[src/pirq_pkg.sv]
package pirq_pkg;

	// ****************************************************************
	// Register map (byte addresses, one aligned word each)
	// ****************************************************************
	localparam logic [7:0] ADDR_ENABLE_1   = 8'h00;
	localparam logic [7:0] ADDR_ENABLE_2   = 8'h04;
	localparam logic [7:0] ADDR_PRIORITY_1 = 8'h08;
	localparam logic [7:0] ADDR_PRIORITY_2 = 8'h0c;
	localparam logic [7:0] ADDR_RESET_CTRL = 8'h10;
	localparam logic [7:0] ADDR_FLAG_1     = 8'h14;
	localparam logic [7:0] ADDR_FLAG_2     = 8'h18;
	localparam logic [7:0] ADDR_GLOBAL     = 8'h1c;

	// ****************************************************************
	// Field layout and reset values
	// ****************************************************************
	localparam logic [7:0] MASK_GROUP_1    = 8'h7f;
	localparam logic [7:0] MASK_GROUP_2    = 8'hfe;
	localparam logic [7:0] RST_ENABLE      = 8'h00;
	localparam logic [7:0] RST_PRIO_1      = 8'h7f;
	localparam logic [7:0] RST_PRIO_2      = 8'hfe;
	localparam int         BIT_PLEV        = 7;
	localparam int         BIT_SBOR        = 6;
	localparam int         BIT_RINS        = 4;
	localparam int         BIT_WDTO        = 3;
	localparam int         BIT_PDWN        = 2;
	localparam int         BIT_PON         = 1;
	localparam int         BIT_BOR         = 0;
	localparam int         BIT_GLOBAL_EN   = 0;
	localparam int         BIT_GROUP_EN    = 1;
	localparam logic [1:0] BOR_CFG_SW      = 2'h1;
	localparam logic [1:0] RESP_OKAY       = 2'h0;
	localparam logic [1:0] RESP_SLVERR     = 2'h2;

	// ****************************************************************
	// Carriers
	// ****************************************************************
	typedef struct packed {
		logic watchdog_clear_instr;
		logic sleep_instr;
		logic reset_instr;
		logic watchdog_timeout;
		logic power_on_reset;
		logic brownout_reset;
	} pirq_evt_s;

	typedef struct packed {
		logic       priority_levels_enable;
		logic       sw_brownout_enable;
		logic       reset_instr_flag;
		logic       watchdog_timeout_flag;
		logic       power_down_flag;
		logic       power_on_flag;
		logic       brownout_status_flag;
	} pirq_reset_cause_control_s;

endpackage

[src/pirq_regmem.sv]
`timescale 1ns/10ps

// ****************************************************************
// Small register bank with registered read data and bit masks
// ****************************************************************
module pirq_regmem #(
	parameter int         W     = 8,
	parameter logic [W-1:0] MASK  = '1,
	parameter logic [W-1:0] RESET = '0
) (
	// Clock and reset
	input  wire logic         clk,
	input  wire logic         srst,
	// Write port
	input  wire logic         wr_en,
	input  wire logic [W-1:0] wr_data,
	// Contents
	output logic      [W-1:0] q
);

	logic [W-1:0] q_reg;
	logic [W-1:0] q_next;

	always_comb
	begin
		q_next = q_reg;
		if (wr_en)
		begin
			q_next = wr_data & MASK;
		end
	end

	always_ff @(posedge clk)
	begin
		if (srst)
			q_reg <= RESET & MASK;
		else
			q_reg <= q_next;
	end

	assign q = q_reg;

endmodule // pirq_regmem

[src/pirq_top.sv]
`timescale 1ns/10ps

// Contract
// - Enable register two holds seven read/write enables in bits 7 to 1.
// - Bit 0 of enable two and priority two reads zero, ignores writes.
// - Priority bits steer routing only while priority levels are enabled.
// - Priority register one holds seven priorities, bits 6 to 0; bit 7 zero.
// - Priority register two holds seven priorities in bits 7 to 1.
// - Priorities reset to one; enables in enable register two reset to zero.
// - Reset-control bit 7 enables two levels; resets to zero.
// - Bit 6 software brown-out enable works only when config is 01.
// - Reset-instruction flag clears on reset instruction; resets to one.
// - Watchdog flag read-only: set on power-up, clear, sleep; cleared on timeout.
// - Power-down flag read-only: set on power-up, clear; cleared by sleep.
// - Power-on flag cleared by power-on reset; software writes it back to one.
// - Brown-out flag cleared by brown-out reset; only firmware sets it.
// - Reset-control shows reset and wake cause; bit 5 reads zero.
// - Without priority levels, group enable also gates peripheral requests.
// - Flags set on their condition regardless of any enable.
module pirq_top (
	// Clock and reset
	input  wire logic              clk,
	input  wire logic              srst,
	// AXI4-Lite write
	input  wire logic [7:0]        s_axi_awaddr,
	input  wire logic              s_axi_awvalid,
	output logic                   s_axi_awready,
	input  wire logic [31:0]       s_axi_wdata,
	input  wire logic [3:0]        s_axi_wstrb,
	input  wire logic              s_axi_wvalid,
	output logic                   s_axi_wready,
	output logic [1:0]             s_axi_bresp,
	output logic                   s_axi_bvalid,
	input  wire logic              s_axi_bready,
	// AXI4-Lite read
	input  wire logic [7:0]        s_axi_araddr,
	input  wire logic              s_axi_arvalid,
	output logic                   s_axi_arready,
	output logic [31:0]            s_axi_rdata,
	output logic [1:0]             s_axi_rresp,
	output logic                   s_axi_rvalid,
	input  wire logic              s_axi_rready,
	// Peripheral events, one-cycle pulses on clk
	input  wire logic [7:0]        periph_evt_1,
	input  wire logic [7:0]        periph_evt_2,
	// Reset and power logic
	input  wire pirq_pkg::pirq_evt_s sys_evt,
	input  wire logic [1:0]        brownout_config_field,
	// Outputs to the core
	output logic                   irq_high,
	output logic                   irq_low,
	output logic                   brownout_sw_on
);

	// ****************************************************************
	// State
	// ****************************************************************
	typedef struct packed {
		logic       aw_held;
		logic [7:0] aw_addr;
		logic       w_held;
		logic [31:0] w_data;
		logic [3:0] w_strb;
		logic       bvalid;
		logic [1:0] bresp;
		logic       rvalid;
		logic [31:0] rdata;
		logic [1:0] rresp;
		logic [7:0] flag_1;
		logic [7:0] flag_2;
		logic       global_en;
		logic       peripheral_group_enable;
		pirq_pkg::pirq_reset_cause_control_s reset_cause_control;
		logic       irq_high;
		logic       irq_low;
		logic       bor_on;
		logic       awready;
		logic       wready;
		logic       arready;
	} pirq_state_s;

	pirq_state_s st_reg;
	pirq_state_s st_next;

	logic [7:0] en_1;
	logic [7:0] en_2;
	logic [7:0] prio_1;
	logic [7:0] prio_2;
	logic       wr_fire;
	logic       wr_lane0;
	logic [7:0] wr_byte;
	localparam int N_BANK = 4;
	// Bank order: enable 1, enable 2, priority 1, priority 2
	localparam logic [N_BANK-1:0][7:0] BANK_ADDR = {
		pirq_pkg::ADDR_PRIORITY_2, pirq_pkg::ADDR_PRIORITY_1,
		pirq_pkg::ADDR_ENABLE_2, pirq_pkg::ADDR_ENABLE_1};
	localparam logic [N_BANK-1:0][7:0] BANK_MASK = {
		pirq_pkg::MASK_GROUP_2, pirq_pkg::MASK_GROUP_1,
		pirq_pkg::MASK_GROUP_2, pirq_pkg::MASK_GROUP_1};
	localparam logic [N_BANK-1:0][7:0] BANK_RST = {
		pirq_pkg::RST_PRIO_2, pirq_pkg::RST_PRIO_1,
		pirq_pkg::RST_ENABLE, pirq_pkg::RST_ENABLE};
	logic [N_BANK-1:0][7:0] bank_q;
	logic [N_BANK-1:0]      bank_hit;

	function automatic logic hit(input logic [7:0] a, input logic [7:0] r);
		hit = (a == r);
	endfunction

	// Any mapped register, for the response code of both channels
	function automatic logic mapped(input logic [7:0] a);
		mapped = hit(a, pirq_pkg::ADDR_ENABLE_1)
			|| hit(a, pirq_pkg::ADDR_ENABLE_2)
			|| hit(a, pirq_pkg::ADDR_PRIORITY_1)
			|| hit(a, pirq_pkg::ADDR_PRIORITY_2)
			|| hit(a, pirq_pkg::ADDR_RESET_CTRL)
			|| hit(a, pirq_pkg::ADDR_FLAG_1)
			|| hit(a, pirq_pkg::ADDR_FLAG_2)
			|| hit(a, pirq_pkg::ADDR_GLOBAL);
	endfunction

	// Decode of the write once both halves are held
	assign wr_fire  = st_reg.aw_held && st_reg.w_held && !st_reg.bvalid;
	assign wr_lane0 = wr_fire && st_reg.w_strb[0];
	assign wr_byte  = st_reg.w_data[7:0];

	// ****************************************************************
	// Enable and priority banks
	// ****************************************************************
	// Masks drop unimplemented bits: they read zero and lose writes
	generate
		for (genvar i = 0; i < N_BANK; i++)
		begin : g_bank
			assign bank_hit[i] = hit(st_reg.aw_addr, BANK_ADDR[i]);
			pirq_regmem #(.W(8), .MASK(BANK_MASK[i]),
				.RESET(BANK_RST[i])) u_bank (
				.clk     (clk),
				.srst    (srst),
				.wr_en   (wr_lane0 && bank_hit[i]),
				.wr_data (wr_byte),
				.q       (bank_q[i])
			);
		end
	endgenerate
	assign en_1   = bank_q[0];
	assign en_2   = bank_q[1];
	assign prio_1 = bank_q[2];
	assign prio_2 = bank_q[3];

	// ****************************************************************
	// Next state
	// ****************************************************************
	always_comb
	begin
		logic [7:0] reset_cause_control_rd;
		logic [7:0] act_1;
		logic [7:0] act_2;
		logic [7:0] rd;
		logic       sw_bor_cfg;
		logic       plev;
		logic       hi;
		logic       lo;
		reset_cause_control_rd = '0;
		act_1 = '0;
		act_2 = '0;
		rd = '0;
		hi = 1'b0;
		lo = 1'b0;
		st_next = st_reg;
		sw_bor_cfg = (brownout_config_field == pirq_pkg::BOR_CFG_SW);
		plev = st_reg.reset_cause_control.priority_levels_enable;

		// Write channels are accepted independently, in either order
		if (s_axi_awvalid && !st_reg.aw_held)
		begin
			st_next.aw_held = 1'b1;
			st_next.aw_addr = s_axi_awaddr;
		end
		if (s_axi_wvalid && !st_reg.w_held)
		begin
			st_next.w_held = 1'b1;
			st_next.w_data = s_axi_wdata;
			st_next.w_strb = s_axi_wstrb;
		end
		if (st_reg.bvalid && s_axi_bready)
			st_next.bvalid = 1'b0;

		// Software writes (flag registers 1 and 2 are write-to-clear by writing zero)
		if (wr_fire)
		begin
			st_next.aw_held = 1'b0;
			st_next.w_held = 1'b0;
			st_next.bvalid = 1'b1;
			st_next.bresp = mapped(st_reg.aw_addr) ? pirq_pkg::RESP_OKAY
				: pirq_pkg::RESP_SLVERR;
		end
		// Only byte lane 0 carries register bits
		if (wr_lane0)
		begin
			if (hit(st_reg.aw_addr, pirq_pkg::ADDR_RESET_CTRL))
			begin
				st_next.reset_cause_control.priority_levels_enable
					= wr_byte[pirq_pkg::BIT_PLEV];
				if (sw_bor_cfg)
					st_next.reset_cause_control.sw_brownout_enable
						= wr_byte[pirq_pkg::BIT_SBOR];
				st_next.reset_cause_control.reset_instr_flag
					= wr_byte[pirq_pkg::BIT_RINS];
				st_next.reset_cause_control.power_on_flag
					= wr_byte[pirq_pkg::BIT_PON];
				st_next.reset_cause_control.brownout_status_flag
					= wr_byte[pirq_pkg::BIT_BOR];
			end
			else if (hit(st_reg.aw_addr, pirq_pkg::ADDR_FLAG_1))
				st_next.flag_1 = st_reg.flag_1 & wr_byte;
			else if (hit(st_reg.aw_addr, pirq_pkg::ADDR_FLAG_2))
				st_next.flag_2 = st_reg.flag_2 & wr_byte;
			else if (hit(st_reg.aw_addr, pirq_pkg::ADDR_GLOBAL))
			begin
				st_next.global_en = wr_byte[pirq_pkg::BIT_GLOBAL_EN];
				st_next.peripheral_group_enable
					= wr_byte[pirq_pkg::BIT_GROUP_EN];
			end
		end

		// Events override a same-cycle software clear
		st_next.flag_1 = (st_next.flag_1 | periph_evt_1)
			& pirq_pkg::MASK_GROUP_1;
		st_next.flag_2 = (st_next.flag_2 | periph_evt_2)
			& pirq_pkg::MASK_GROUP_2;

		// Hardware cause updates take effect over software writes
		if (sys_evt.reset_instr)
			st_next.reset_cause_control.reset_instr_flag = 1'b0;
		if (sys_evt.watchdog_clear_instr)
		begin
			st_next.reset_cause_control.watchdog_timeout_flag = 1'b1;
			st_next.reset_cause_control.power_down_flag = 1'b1;
		end
		if (sys_evt.sleep_instr)
		begin
			st_next.reset_cause_control.watchdog_timeout_flag = 1'b1;
			st_next.reset_cause_control.power_down_flag = 1'b0;
		end
		if (sys_evt.watchdog_timeout)
			st_next.reset_cause_control.watchdog_timeout_flag = 1'b0;
		if (sys_evt.brownout_reset)
			st_next.reset_cause_control.brownout_status_flag = 1'b0;
		if (sys_evt.power_on_reset)
		begin
			st_next.reset_cause_control.power_on_flag = 1'b0;
			st_next.reset_cause_control.watchdog_timeout_flag = 1'b1;
			st_next.reset_cause_control.power_down_flag = 1'b1;
		end

		// Reset-control read view; bit 5 stays zero
		reset_cause_control_rd[pirq_pkg::BIT_PLEV] = st_reg.reset_cause_control.priority_levels_enable;
		reset_cause_control_rd[pirq_pkg::BIT_SBOR] = sw_bor_cfg
			&& st_reg.reset_cause_control.sw_brownout_enable;
		reset_cause_control_rd[pirq_pkg::BIT_RINS] = st_reg.reset_cause_control.reset_instr_flag;
		reset_cause_control_rd[pirq_pkg::BIT_WDTO] = st_reg.reset_cause_control.watchdog_timeout_flag;
		reset_cause_control_rd[pirq_pkg::BIT_PDWN] = st_reg.reset_cause_control.power_down_flag;
		reset_cause_control_rd[pirq_pkg::BIT_PON]  = st_reg.reset_cause_control.power_on_flag;
		reset_cause_control_rd[pirq_pkg::BIT_BOR]  = st_reg.reset_cause_control.brownout_status_flag;
		st_next.bor_on = reset_cause_control_rd[pirq_pkg::BIT_SBOR];

		// Read channel: one read in flight, answered a cycle later
		if (st_reg.rvalid && s_axi_rready)
			st_next.rvalid = 1'b0;
		if (s_axi_arvalid && !st_reg.rvalid)
		begin
			if (hit(s_axi_araddr, pirq_pkg::ADDR_ENABLE_1))
				rd = en_1;
			else if (hit(s_axi_araddr, pirq_pkg::ADDR_ENABLE_2))
				rd = en_2;
			else if (hit(s_axi_araddr, pirq_pkg::ADDR_PRIORITY_1))
				rd = prio_1;
			else if (hit(s_axi_araddr, pirq_pkg::ADDR_PRIORITY_2))
				rd = prio_2;
			else if (hit(s_axi_araddr, pirq_pkg::ADDR_RESET_CTRL))
				rd = reset_cause_control_rd;
			else if (hit(s_axi_araddr, pirq_pkg::ADDR_FLAG_1))
				rd = st_reg.flag_1;
			else if (hit(s_axi_araddr, pirq_pkg::ADDR_FLAG_2))
				rd = st_reg.flag_2;
			else if (hit(s_axi_araddr, pirq_pkg::ADDR_GLOBAL))
			begin
				rd[pirq_pkg::BIT_GLOBAL_EN] = st_reg.global_en;
				rd[pirq_pkg::BIT_GROUP_EN] = st_reg.peripheral_group_enable;
			end
			st_next.rvalid = 1'b1;
			st_next.rdata = {24'h000000, rd};
			st_next.rresp = mapped(s_axi_araddr) ? pirq_pkg::RESP_OKAY
				: pirq_pkg::RESP_SLVERR;
		end

		// ****************************************************************
		// Request routing
		// ****************************************************************
		act_1 = st_reg.flag_1 & en_1;
		act_2 = st_reg.flag_2 & en_2;
		if (plev)
		begin
			// Two levels; a priority bit picks the line
			hi = st_reg.global_en
				&& |((act_1 & prio_1) | (act_2 & prio_2));
			lo = st_reg.peripheral_group_enable
				&& |((act_1 & ~prio_1) | (act_2 & ~prio_2));
		end
		else
		begin
			// One level; priority ignored, group gate required
			hi = st_reg.global_en && st_reg.peripheral_group_enable
				&& |(act_1 | act_2);
		end
		st_next.irq_high = hi;
		st_next.irq_low = lo;
		// Readies are registered so every port leaves a flip-flop
		st_next.awready = !st_next.aw_held;
		st_next.wready = !st_next.w_held;
		st_next.arready = !st_next.rvalid;
	end

	always_ff @(posedge clk)
	begin
		if (srst)
		begin
			st_reg <= '0;
			st_reg.reset_cause_control.reset_instr_flag <= 1'b1;
			st_reg.reset_cause_control.watchdog_timeout_flag <= 1'b1;
			st_reg.reset_cause_control.power_down_flag <= 1'b1;
			st_reg.awready <= 1'b1;
			st_reg.wready <= 1'b1;
			st_reg.arready <= 1'b1;
		end
		else
			st_reg <= st_next;
	end

	// Ready is high while the holding slot is empty
	assign s_axi_awready = st_reg.awready;
	assign s_axi_wready  = st_reg.wready;
	assign s_axi_arready = st_reg.arready;
	assign s_axi_bvalid  = st_reg.bvalid;
	assign s_axi_bresp   = st_reg.bresp;
	assign s_axi_rvalid  = st_reg.rvalid;
	assign s_axi_rdata   = st_reg.rdata;
	assign s_axi_rresp   = st_reg.rresp;
	assign irq_high      = st_reg.irq_high;
	assign irq_low       = st_reg.irq_low;
	assign brownout_sw_on = st_reg.bor_on;

endmodule // pirq_top

[config.mk]
export PLATFORM = sky130hd
export DESIGN_NAME = pirq_top
export DESIGN_NICKNAME = d
export VERILOG_FILES = /design/src/pirq_pkg.sv /design/src/pirq_regmem.sv /design/src/pirq_top.sv
export SDC_FILE = /design/constraint.sdc
export NUM_CORES = 1
export LEC_CHECK = 0
export BUFFER_PORTS_ARGS = -buffer_cell sky130_fd_sc_hd__clkbuf_2
export CAP_MARGIN = 0
export CORE_ASPECT_RATIO = 0.6
export CORE_UTILIZATION = 55
export CTS_CLUSTER_DIAMETER = 120
export CTS_CLUSTER_SIZE = 16
export DETAILED_ROUTE_END_ITERATION = 16
export GPL_TIMING_DRIVEN = 0
export HOLD_SLACK_MARGIN = 0.1
export PLACE_DENSITY = 0.85
export SLEW_MARGIN = 20
export SYNTH_ARGS = -nofsm -noshare
export SYNTH_HDL_FRONTEND = slang
export SYNTH_SLANG_ARGS = --single-unit
[constraint.sdc]
create_clock -name clk -period 4 [get_ports clk]
set_input_delay 0.4 -clock clk [delete_from_list [all_inputs] [get_ports clk]]
set_output_delay 0.4 -clock clk [all_outputs]
set_load 0.01 [all_outputs]
==> reports/metrics.yaml, run 1 <==
status:
  status: "finished clean"
timing:
  slew_headroom_pct: 44.5
  final_max_slew_viol_count: 0
  finClkSkew_ns: 0.00502
  timing.fmax_mhz: 409
  fin_crit_sh_pct: 61.1
  setup-tns-final_ns: 0
  grt_setup_unrepaired: "no"
  finalSetupViolCount: 0
  worstMarginPinSlew_ns: 0.826
  layout_setup_ws_ns: 1.56
  final-hold-violation-count: 0
  fin_crit_ns: 2.44
clock_tree:
  clock_latency_ns: 0.34
  cts_resized: 0
  cts_made_buffers: 9
  ctsHtreeMaxLevel: 3
  clock_sink_count: 88
  ctsHoldBuffers: 0
  path_clk_slew_ns: 0.06
  cts_setup_buffers: 0
  cts_root_buffer: "clkbuf_16"
  cts_tree: "yes"
  clock_path_buffers: 2
worst_hold_path:
  hold_depth: 2
  hold_start: "sys_evt[0]"
  hold_path.class: "in -> reg"
  min_to: "st_reg[6]"
grt:
  grtUsageMet2_pct: 50.0
  use_met3_pct: 9.97
  first_global_vias: 3701
  global_route.peak_usage_layer: "met1"
  grt_usage_pct: 34.9
  overflow: 0
  grt_util_met1_pct: 52.3
  antenna_found_initial: 0
  grt_pass1_wl_um: 20600
  grt_max_degree: 16
synthesis:
  synth_seq_area_share_pct: 41.9
  yosysTopAreaCellShare_pct: 41.9
  synth-seq-cells: 88
  synth.distinct_cells: 41
  synth.avg_cell_area_um2: 8.12
  yosysTopAreaCell: "dfxtp_1"
  synth.most_common_cell: "dfxtp_1"
  ys_async_sr_fraction_pct: 0
  netlist_top_cells_count: "dfxtp_1 (88), nor2_1 (52), nand2_1 (48), a21oi_1 (42), o21ai_0 (39)"
  synth_edf_count: 0
  synth_area_um2: 4200
  synthFlopType: "dfxtp_1"
  synth-warning-count: 0
  postSynthCellCount: 517
  synthTopCellsByArea: "dfxtp_1 (42%), mux2i_1 (8.8%), buf_4 (6.6%)"
power_and_ir_drop:
  ir_drop_v: 0.000333
  switchingPower_uw: 522
  leakage_uw: 0.00241
  combPwrFrac_pct: 9.6
  p_int_uw: 1600
  powerDensity_nw_per_um2: 415
  seq_power_share_pct: 44.5
  swShare_pct: 24.5
  p_clk_share_pct: 45.9
cells_and_area:
  final_nets: 707
  areaGrowthSynthToFinish_pct: 22.0
  largest_reg_flops: 42
  nFillCells: 657
  n_antenna_cell: 0
  drive_gt1_share_pct: 21.0
critical_path:
  end_kind: "register"
  start_kind: "register"
  cp_max_fo: 10
  cpPeakStageDelay_ns: 0.64
  cp.arrival_ns: 2.62
  r2r-end: "g_bank[2].u_bank.q[4]"
  path_delay_family: "simple AND/OR/NAND/NOR gates"
  reg2reg_from: "st_reg[112]"
  worstPathCellList: "or4_4, nor4_4, nand2_1, nand2_1, nand3_1"
  rrSetupSlack_ns: 1.56
  critPathBufInv: 0
  rr_worst_depth: 5
  crit_path_frequent_cell: "nand2_1"
  slowest_stage: "nor4_4"
  crit_required_ns: 4.17
  crit_type: "reg -> reg"
floorplanning:
  initial_core_util_pct: 57.3
  fp.coreArea_um2: 7330
  dieWidth_um: 115
  dieArea_um2: 8000
  fp.dieH_um: 69.7
  ios: 127
  row_count: 24
placement:
  hpwlAfterDp_um: 10300
  dpl_worst_slack_ns: 1.69
  port_buffers: 71
  place_congestion: 0.956
routing:
  vias: 4157
  remaining_drc_errors: 0
  ant_nets: 0
  wl_per_cell_um: 18.6
  vias_per_cell: 5.68
  drtPass1Iterations: 5
  drt_iter0_markers: 566
  drt-total-wl_um: 13600
flow_run:
  max_cap_violations: 0
[layer usage]
layer / wire length [µm] / share of wire (%)
met2: 5480 / 40
met3: 1620 / 12
met5: 0 / 0
met1: 6310 / 46
met4: 193 / 1.4
[cells in the final DEF (no fill, tap or decap), drive strengths merged, types with 3 or more instances in the layout]
cell type  Yosys  routed
nor2          52      52
a31oi          3       3
nand2         50      50
or3            3       3
and4           3       3
o211ai         4       4
bufinv         0       3
o21ai         39      39
mux2i         37      37
a21oi         42      42
a22oi          6       6
and3           4       4
nor3          16      16
nand3         28      28
nor2b          8       8
nand2b         9       9
buf           40      40
clkbuf        19      99
o22ai         12      12
dfxtp         88      88
inv           30      31
nand4          6       6
conb           1      26
[cells by family (layout without fill, tap and decap cells)]
group                  after synthesis  after routing  synth area share (%)
AND/OR/NAND/NOR                    183            183                  21.4
AO/OA/AOI/OAI                      117            117                  16.0
buffers and inverters               89            175                  11.3
flip-flops                          88             88                  41.9
multiplexers                        39             39                  9.35
other                                1             26                0.0893
[metrics by stage]
step / power [µW] / cells / hold WS (ns) / util [%] / instance area (µm²)
after floorplan: 1080 / 542 / 0.432 / - / 4290
final: 2130 / 732 / 0.213 / 69.9 / 5120
after detailed placement: 1160 / 717 / 0.454 / 65.2 / 4780
after global placement: 1150 / 717 / 0.449 / 65.2 / 4780
after CTS: 2120 / 732 / 0.210 / 69.9 / 5120
after global routing: 2180 / 732 / 0.211 / 69.9 / 5120
[power groups by stage]
stage / clock network, µW / registers [µW] / logic (µW)
global route: 1010 / 948 / 223
floorplan: 0 / 949 / 130
finish: 976 / 946 / 204
global placement: 0 / 962 / 191
CTS: 975 / 944 / 199
detailed placement: 0 / 963 / 197
[how the worst max path moves through the flow]
stage,start,endpoint,slack [ns],cells after the start
after floorplan,st_reg[112],g_bank[3].u_bank.q[4],2.04,6
after global placement,st_reg[112],g_bank[2].u_bank.q[6],1.74,5
after detailed placement,st_reg[112],g_bank[2].u_bank.q[6],1.69,5
after CTS,st_reg[112],g_bank[2].u_bank.q[4],1.60,5
after global routing,st_reg[112],g_bank[2].u_bank.q[4],1.49,5
final,st_reg[112],g_bank[2].u_bank.q[4],1.56,5
[final cells by class]
cell class                      count  area, µm²  share of cell area (%)
Multi-Input combinational cell    365       2060                    40.2
Sequential cell                    88       1760                    34.4
Buffer                             59        360                    7.03
Timing Repair Buffer               71        355                    6.94
Clock buffer                        9        225                    4.40
Tap cell                          104        130                    2.54
Clock inverter                      6        118                    2.30
Inverter                           30        113                    2.20
No activity file was read; power rests on OpenSTA's default activity.
==> run 2: changes to the inputs <==
--- a/config.mk
+++ b/config.mk
@@ -5,16 +5,17 @@
 export SDC_FILE = /design/constraint.sdc
 export NUM_CORES = 1
 export LEC_CHECK = 0
+export ABC_AREA = 1
 export BUFFER_PORTS_ARGS = -buffer_cell sky130_fd_sc_hd__clkbuf_2
 export CAP_MARGIN = 0
 export CORE_ASPECT_RATIO = 0.6
-export CORE_UTILIZATION = 55
+export CORE_UTILIZATION = 52
 export CTS_CLUSTER_DIAMETER = 120
 export CTS_CLUSTER_SIZE = 16
 export DETAILED_ROUTE_END_ITERATION = 16
 export GPL_TIMING_DRIVEN = 0
 export HOLD_SLACK_MARGIN = 0.1
-export PLACE_DENSITY = 0.85
+export PLACE_DENSITY = 0.8
 export SLEW_MARGIN = 20
 export SYNTH_ARGS = -nofsm -noshare
 export SYNTH_HDL_FRONTEND = slang
==> constraint.sdc (replaced) <==
create_clock -name clk -period 2.35 [get_ports clk]
set_input_delay 0.235 -clock clk [delete_from_list [all_inputs] [get_ports clk]]
set_output_delay 0.235 -clock clk [all_outputs]
set_load 0.01 [all_outputs]
==> reports/metrics.yaml, run 2 <==
critical_path:
  end_kind: "register"
  path_delay_family: "simple AND/OR/NAND/NOR gates"
  critPathBufInv: 0  # unchanged
  worstPathCellList: "nor2_1, nand3_1, nor2_1, nand3_1, o21ai_0, a21oi_1"
  slowest_stage: "nand3_1"
  crit_type: "reg -> reg"
  start_kind: "register"
  cpPeakStageDelay_ns: 0.35  # -0.29 ns
  rr_worst_depth: 6  # +1
  crit_required_ns: 2.57  # -1.60 ns
  cp_max_fo: 6  # -4
  cp.arrival_ns: 2.04  # -0.58 ns
  worst-path-stages: 6  # +1
timing:
  worstMarginPinSlew_ns: 0.762  # -0.0647 ns
  setup-tns-final_ns: 0  # unchanged
  final-hold-violation-count: 0  # unchanged
  fin_crit_sh_pct: 77.5  # +16 points
  timing.fmax_mhz: 549  # +34%
  slew_headroom_pct: 49.2  # +4.7 points
  fin_crit_ns: 1.82  # -0.622 ns
  finClkSkew_ns: 0.00987  # +0.00485 ns
  layout_setup_ws_ns: 0.529  # -1.03 ns
  finalSetupViolCount: 0  # unchanged
  final_max_slew_viol_count: 0  # unchanged
  grt_setup_unrepaired: "no"
cells_and_area:
  final_common_cell: "nand2_1"
  final_nets: 805  # +14%
  post-route-util_pct: 66.5  # -3.4 points
  n_antenna_cell: 0  # unchanged
  layout_common_cells: "nand2_1 (93), dfxtp_1 (88), inv_1 (76)"
  drive_gt1_share_pct: 22.1  # +1.1 points
  areaGrowthSynthToFinish_pct: 22.1
  largest_reg_flops: 42  # unchanged
synthesis:
  postSynthCellCount: 607  # +17%
  synth-seq-cells: 88  # unchanged
  ys_async_sr_fraction_pct: 0  # unchanged
  synthTopCellsByArea: "dfxtp_1 (41%), nand2_1 (8.0%), inv_1 (6.6%)"
  synth_area_um2: 4350  # +3.5%
  synth-warning-count: 0  # unchanged
  synth.most_common_cell: "nand2_1"
  synthFlopType: "dfxtp_1"
  synth_seq_area_share_pct: 40.5  # -1.4 points
  yosysTopAreaCellShare_pct: 40.5  # -1.4 points
  netlist_top_cells_count: "nand2_1 (93), dfxtp_1 (88), inv_1 (76), nor2_1 (75), o21ai_0 (54)"
  synth_edf_count: 0  # unchanged
  yosysTopAreaCell: "dfxtp_1"
  synth.avg_cell_area_um2: 7.16  # -12%
  synth.distinct_cells: 43  # +4.9%
worst_hold_path:
  hold_depth: 3  # +1
  hold_path.class: "in -> reg"
routing:
  drtPass1Iterations: 5  # unchanged
  remaining_drc_errors: 0  # unchanged
  wl_per_cell_um: 15.5  # -16%
  vias_per_cell: 5.33  # -6.2%
  drt-total-wl_um: 13000  # -4.6%
  vias: 4448  # +7.0%
  ant_nets: 0  # unchanged
  drt_iter0_markers: 585  # +3.4%
clock_tree:
  cts_root_buffer: "clkbuf_16"
  clock_latency_ns: 0.35  # about the same
  path_clk_slew_ns: 0.07  # about the same
  ctsHtreeMaxLevel: 3  # unchanged
  clock_path_buffers: 2  # unchanged
  cts_tree: "yes"
  clock_sink_count: 88  # unchanged
  cts_made_buffers: 9  # unchanged
  cts_setup_buffers: 0  # unchanged
floorplanning:
  row_count: 25  # +4.2%
  dieArea_um2: 8740  # +9.2%
  dieWidth_um: 120  # +4.5%
  initial_core_util_pct: 54.5  # -2.8 points
  fp.dieH_um: 72.8  # +4.5%
  fp.coreArea_um2: 7980  # +8.9%
  ios: 127  # unchanged
grt:
  first_global_vias: 4046  # +9.3%
  grt_usage_pct: 31.5  # -3.4 points
  overflow: 0  # unchanged
  grt_pass1_wl_um: 20500  # -0.47%
  antenna_found_initial: 0  # unchanged
  grt_max_degree: 16  # unchanged
power_and_ir_drop:
  ir_drop_v: 0.000343  # +3.1%
  powerDensity_nw_per_um2: 652  # +57%
  finalPower_uw: 3460  # +63%
  leakage_uw: 0.00264  # +9.6%
placement:
  dpl_worst_slack_ns: 0.594  # -1.10 ns
  hpwlAfterDp_um: 10000  # -2.8%
  port_buffers: 71  # unchanged
  place_congestion: 0.970  # +1.5%
flow_run:
  max_cap_violations: 0  # unchanged
status:
  status: "finished clean"
run 2: layout make-up:
cell class	count	area [µm²]
plain buffers	49	329
clock buffers	10	229
clock inverters	6	68.8
fillers	731	2670
inverters	85	338
multi-input cells	410	2010
flip-flops and latches	88	1760
well taps	108	135
repair buffers	79	435
run 2: what timing repair did:
item                      in CTS  in global routing
hold buffers                   8                  0
resized for setup              0                  0
hold endpoints to repair       8                  0
run 2: worst reg2reg max path: cells and delay by family, from the launching register on:
kind	cells	cell delay [ns]
AND/OR/NAND/NOR	4	0.96
AO/OA/AOI/OAI	2	0.42
flip-flops	1	0.31
run 2: final timing paths:
kind,start,endpoint,slack (ns)
setup / recovery,st_reg[112],st_reg[16],0.53
hold / removal,periph_evt_2[2],st_reg[17],0.11
setup reg to reg,st_reg[112],st_reg[16],0.53
hold reg to reg,s_axi_bresp[1],s_axi_bresp[1],0.46
run 2: logic make-up (layout without fill, tap and decap cells):
family | after synthesis | in the layout | share of synthesized area (%)
other cells | 1 | 26 | 0.0863
compound gates | 143 | 143 | 18.8
flops | 88 | 88 | 40.5
buf+inv | 134 | 229 | 15.3
simple gates | 241 | 241 | 25.2
run 2: where the power goes:
part,leakage (µW),internal [µW],switching [µW]
registers,0.000722,1560,55.2
clock network,0.000143,830,618
logic,0.00177,160,242
run 2: layer usage:
| layer | vias to the layer above | part of all wire, % | GRT usage [%] |
|---|---|---|---|
| li1 | 2166 | - | - |
| met1 | 2026 | 45 | 44.5 |
| met2 | 233 | 42 | 48.1 |
| met3 | 23 | 11 | 8.36 |
| met4 | 0 | 1.2 | 7.36 |
| met5 | - | 0 | 0 |
run 2: metrics by stage:
stage	area, µm²	cells	hold WS [ns]
2_1_floorplan	4440	632	0.309
3_3_place_gp	4930	811	0.429
3_5_place_dp	4930	811	0.430
4_1_cts	5310	835	0.101
5_1_grt	5310	835	0.106
6_report	5310	835	0.105
==> run 3: changes to the inputs <==
--- a/config.mk
+++ b/config.mk
@@ -5,7 +5,7 @@
 export SDC_FILE = /design/constraint.sdc
 export NUM_CORES = 1
 export LEC_CHECK = 0
-export ABC_AREA = 1
+export ABC_AREA = 0
 export BUFFER_PORTS_ARGS = -buffer_cell sky130_fd_sc_hd__clkbuf_2
 export CAP_MARGIN = 0
 export CORE_ASPECT_RATIO = 0.6
@@ -15,7 +15,7 @@
 export DETAILED_ROUTE_END_ITERATION = 16
 export GPL_TIMING_DRIVEN = 0
 export HOLD_SLACK_MARGIN = 0.1
-export PLACE_DENSITY = 0.8
+export PLACE_DENSITY = 0.81
 export SLEW_MARGIN = 20
 export SYNTH_ARGS = -nofsm -noshare
 export SYNTH_HDL_FRONTEND = slang
==> constraint.sdc (replaced) <==
create_clock -name clk -period 1.7 [get_ports clk]
set_input_delay 0.17 -clock clk [delete_from_list [all_inputs] [get_ports clk]]
set_output_delay 0.17 -clock clk [all_outputs]
set_load 0.01 [all_outputs]
==> reports/metrics.yaml, run 3 (synthesized netlist as in run 1, its figures left out) <==
timing:
  finClkSkew_ns: 0.00725  # -0.00262 ns
  grt_setup_unrepaired: "yes"
  slew_headroom_pct: 43.7  # -5.5 points
  layout_setup_ws_ns: -0.204  # -0.733 ns
  fin_crit_ns: 1.90  # +0.0828 ns
  timing.fmax_mhz: 525  # -4.3%
  finalSetupViolCount: 49  # +49
  final_max_slew_viol_count: 0  # unchanged
  setup-tns-final_ns: -6.53  # -6.53 ns
  worstMarginPinSlew_ns: 0.838  # +0.0766 ns
  final-hold-violation-count: 0  # unchanged
  fin_crit_sh_pct: 112  # +35 points
critical_path:
  rrSetupSlack_ns: -0.20  # -0.73 ns
  cp.arrival_ns: 2.18  # +0.14 ns
  crit_type: "reg -> reg"
  crit_required_ns: 1.98  # -0.59 ns
  cp_max_fo: 5  # -1
  slowest_stage: "or4_4"
  end_kind: "register"
  worstPathCellList: "or4_4, nor3_4, buf_6, nand3_4, or3_1, a21oi_2"
  start_kind: "register"
  cpPeakStageDelay_ns: 0.59  # +0.24 ns
clock_tree:
  cts_root_buffer: "clkbuf_16"
  clock_path_buffers: 2  # unchanged
  path_clk_slew_ns: 0.07  # about the same
  clock_sink_count: 88  # unchanged
  cts_tree: "yes"
  cts_made_buffers: 9  # unchanged
  clock_latency_ns: 0.34  # about the same
  ctsHtreeMaxLevel: 3  # unchanged
cells_and_area:
  layout_common_cells: "dfxtp_1 (87), clkbuf_2 (75), nor2_1 (52)"
  final_nets: 760  # -5.6%
  n_antenna_cell: 0  # unchanged
  stdcell_count: 786  # -5.9%
  largest_reg_flops: 42  # unchanged
  drive_gt1_share_pct: 26.1  # +4.0 points
  final_common_cell: "dfxtp_1"
  areaGrowthSynthToFinish_pct: 38.3
routing:
  drtPass1Iterations: 6  # +1
  ant_nets: 0  # unchanged
  vias_per_cell: 5.61  # +5.2%
  wl_per_cell_um: 18.2  # +17%
  drt-total-wl_um: 14300  # +10%
  drt_iter0_markers: 515  # -12%
  vias: 4406  # -0.94%
  remaining_drc_errors: 0  # unchanged
floorplanning:
  row_count: 24  # -4.0%
  fp.dieH_um: 71.6  # -1.6%
  dieArea_um2: 8450  # -3.3%
  fp.coreArea_um2: 7540  # -5.5%
  initial_core_util_pct: 55.7  # +1.2 points
  ios: 127  # unchanged
  dieWidth_um: 118  # -1.7%
worst_hold_path:
  hold_path.class: "in -> reg"
placement:
  place_congestion: 0.990  # +2.1%
  port_buffers: 71  # unchanged
  place_inst: 717  # -12%
  hpwlAfterDp_um: 10200  # +1.7%
grt:
  overflow: 0  # unchanged
  first_global_vias: 4123  # +1.9%
  grt_max_degree: 17  # +1
  grt_pass1_wl_um: 22100  # +8.1%
  antenna_found_initial: 0  # unchanged
  grt_usage_pct: 35.1  # +3.5 points
flow_run:
  max_cap_violations: 0  # unchanged
power_and_ir_drop:
  ir_drop_v: 0.000630  # +84%
  powerDensity_nw_per_um2: 861  # +32%
  leakage_uw: 0.00267  # +1.4%
  finalPower_uw: 5000  # +45%
status:
  violations: "negative setup slack"
  status: "finished with violations"
-- run 3: cell types whose count changed in the layout (fill, tap and decap cells not counted), sizes merged, moves of 14 or more --
cell,previous run,this run
nor2,84,52
mux2i,0,37
o21ai,59,39
inv,83,34
buf,40,54
nand2,98,50
dlygate4sd3,8,39
-- run 3: stage by stage --
step / hold slack (ns) / area (µm²) / worst slack [ns] / util [%]
floorplan: 0.247 / 4310 / -0.177 / -
global placement: 0.335 / 4790 / -0.428 / 63.6
detailed placement: 0.343 / 4790 / -0.476 / 63.6
CTS: 0.101 / 5720 / -0.226 / 75.8
global route: 0.109 / 5810 / -0.245 / 77.1
finish: 0.104 / 5810 / -0.204 / 77.1
-- run 3: cell type report --
cell class / instances / area [µm²]
Multi-Input combinational cell: 365 / 2230
Fill cell: 540 / 1730
Clock buffer: 10 / 229
Inverter: 30 / 113
Buffer: 59 / 369
Clock inverter: 6 / 97.6
Timing Repair Buffer: 124 / 882
Sequential cell: 88 / 1760
Tap cell: 104 / 130
-- run 3: critical path: cells and delay by family, from the launching register on --
kind	cells	cell delay, ns
flip-flops	1	0.32
AO/OA/AOI/OAI	1	0.13
buffers and inverters	1	0.14
AND/OR/NAND/NOR	4	1.25
-- run 3: timing repair --
| item | 4_1_cts | 5_1_grt |
|---|---|---|
| hold buffers | 39 | 0 |
| pin swaps | 9 | 6 |
| cloned | 1 | 0 |
| setup endpoints to repair | 49 | 54 |
| gates resized for setup | 40 | 25 |
| setup buffers | 10 | 3 |
| hold endpoints to repair | 40 | 0 |
-- run 3: power breakdown --
group          total [µW]  switching (µW)  internal (µW)
clock                2180             870           1310
sequential           2240             102           2130
combinational         581             312            270
-- run 3: final timing paths --
path	from	endpoint	cells past startpoint
worst max-delay path	st_reg[112]	st_reg[11]	6
worst min register to register	s_axi_rdata[7]	s_axi_rdata[7]	2
worst min-delay path	sys_evt[5]	st_reg[8]	3
worst max register to register	st_reg[112]	st_reg[11]	6
-- run 3: metal layers --
metal	global-route usage, %	up-vias	routed length [µm]
met5	0	-	0
met1	48.6	2027	6350
met4	9.40	0	225
met2	53.1	291	6040
li1	-	2059	-
met3	10.9	29	1690
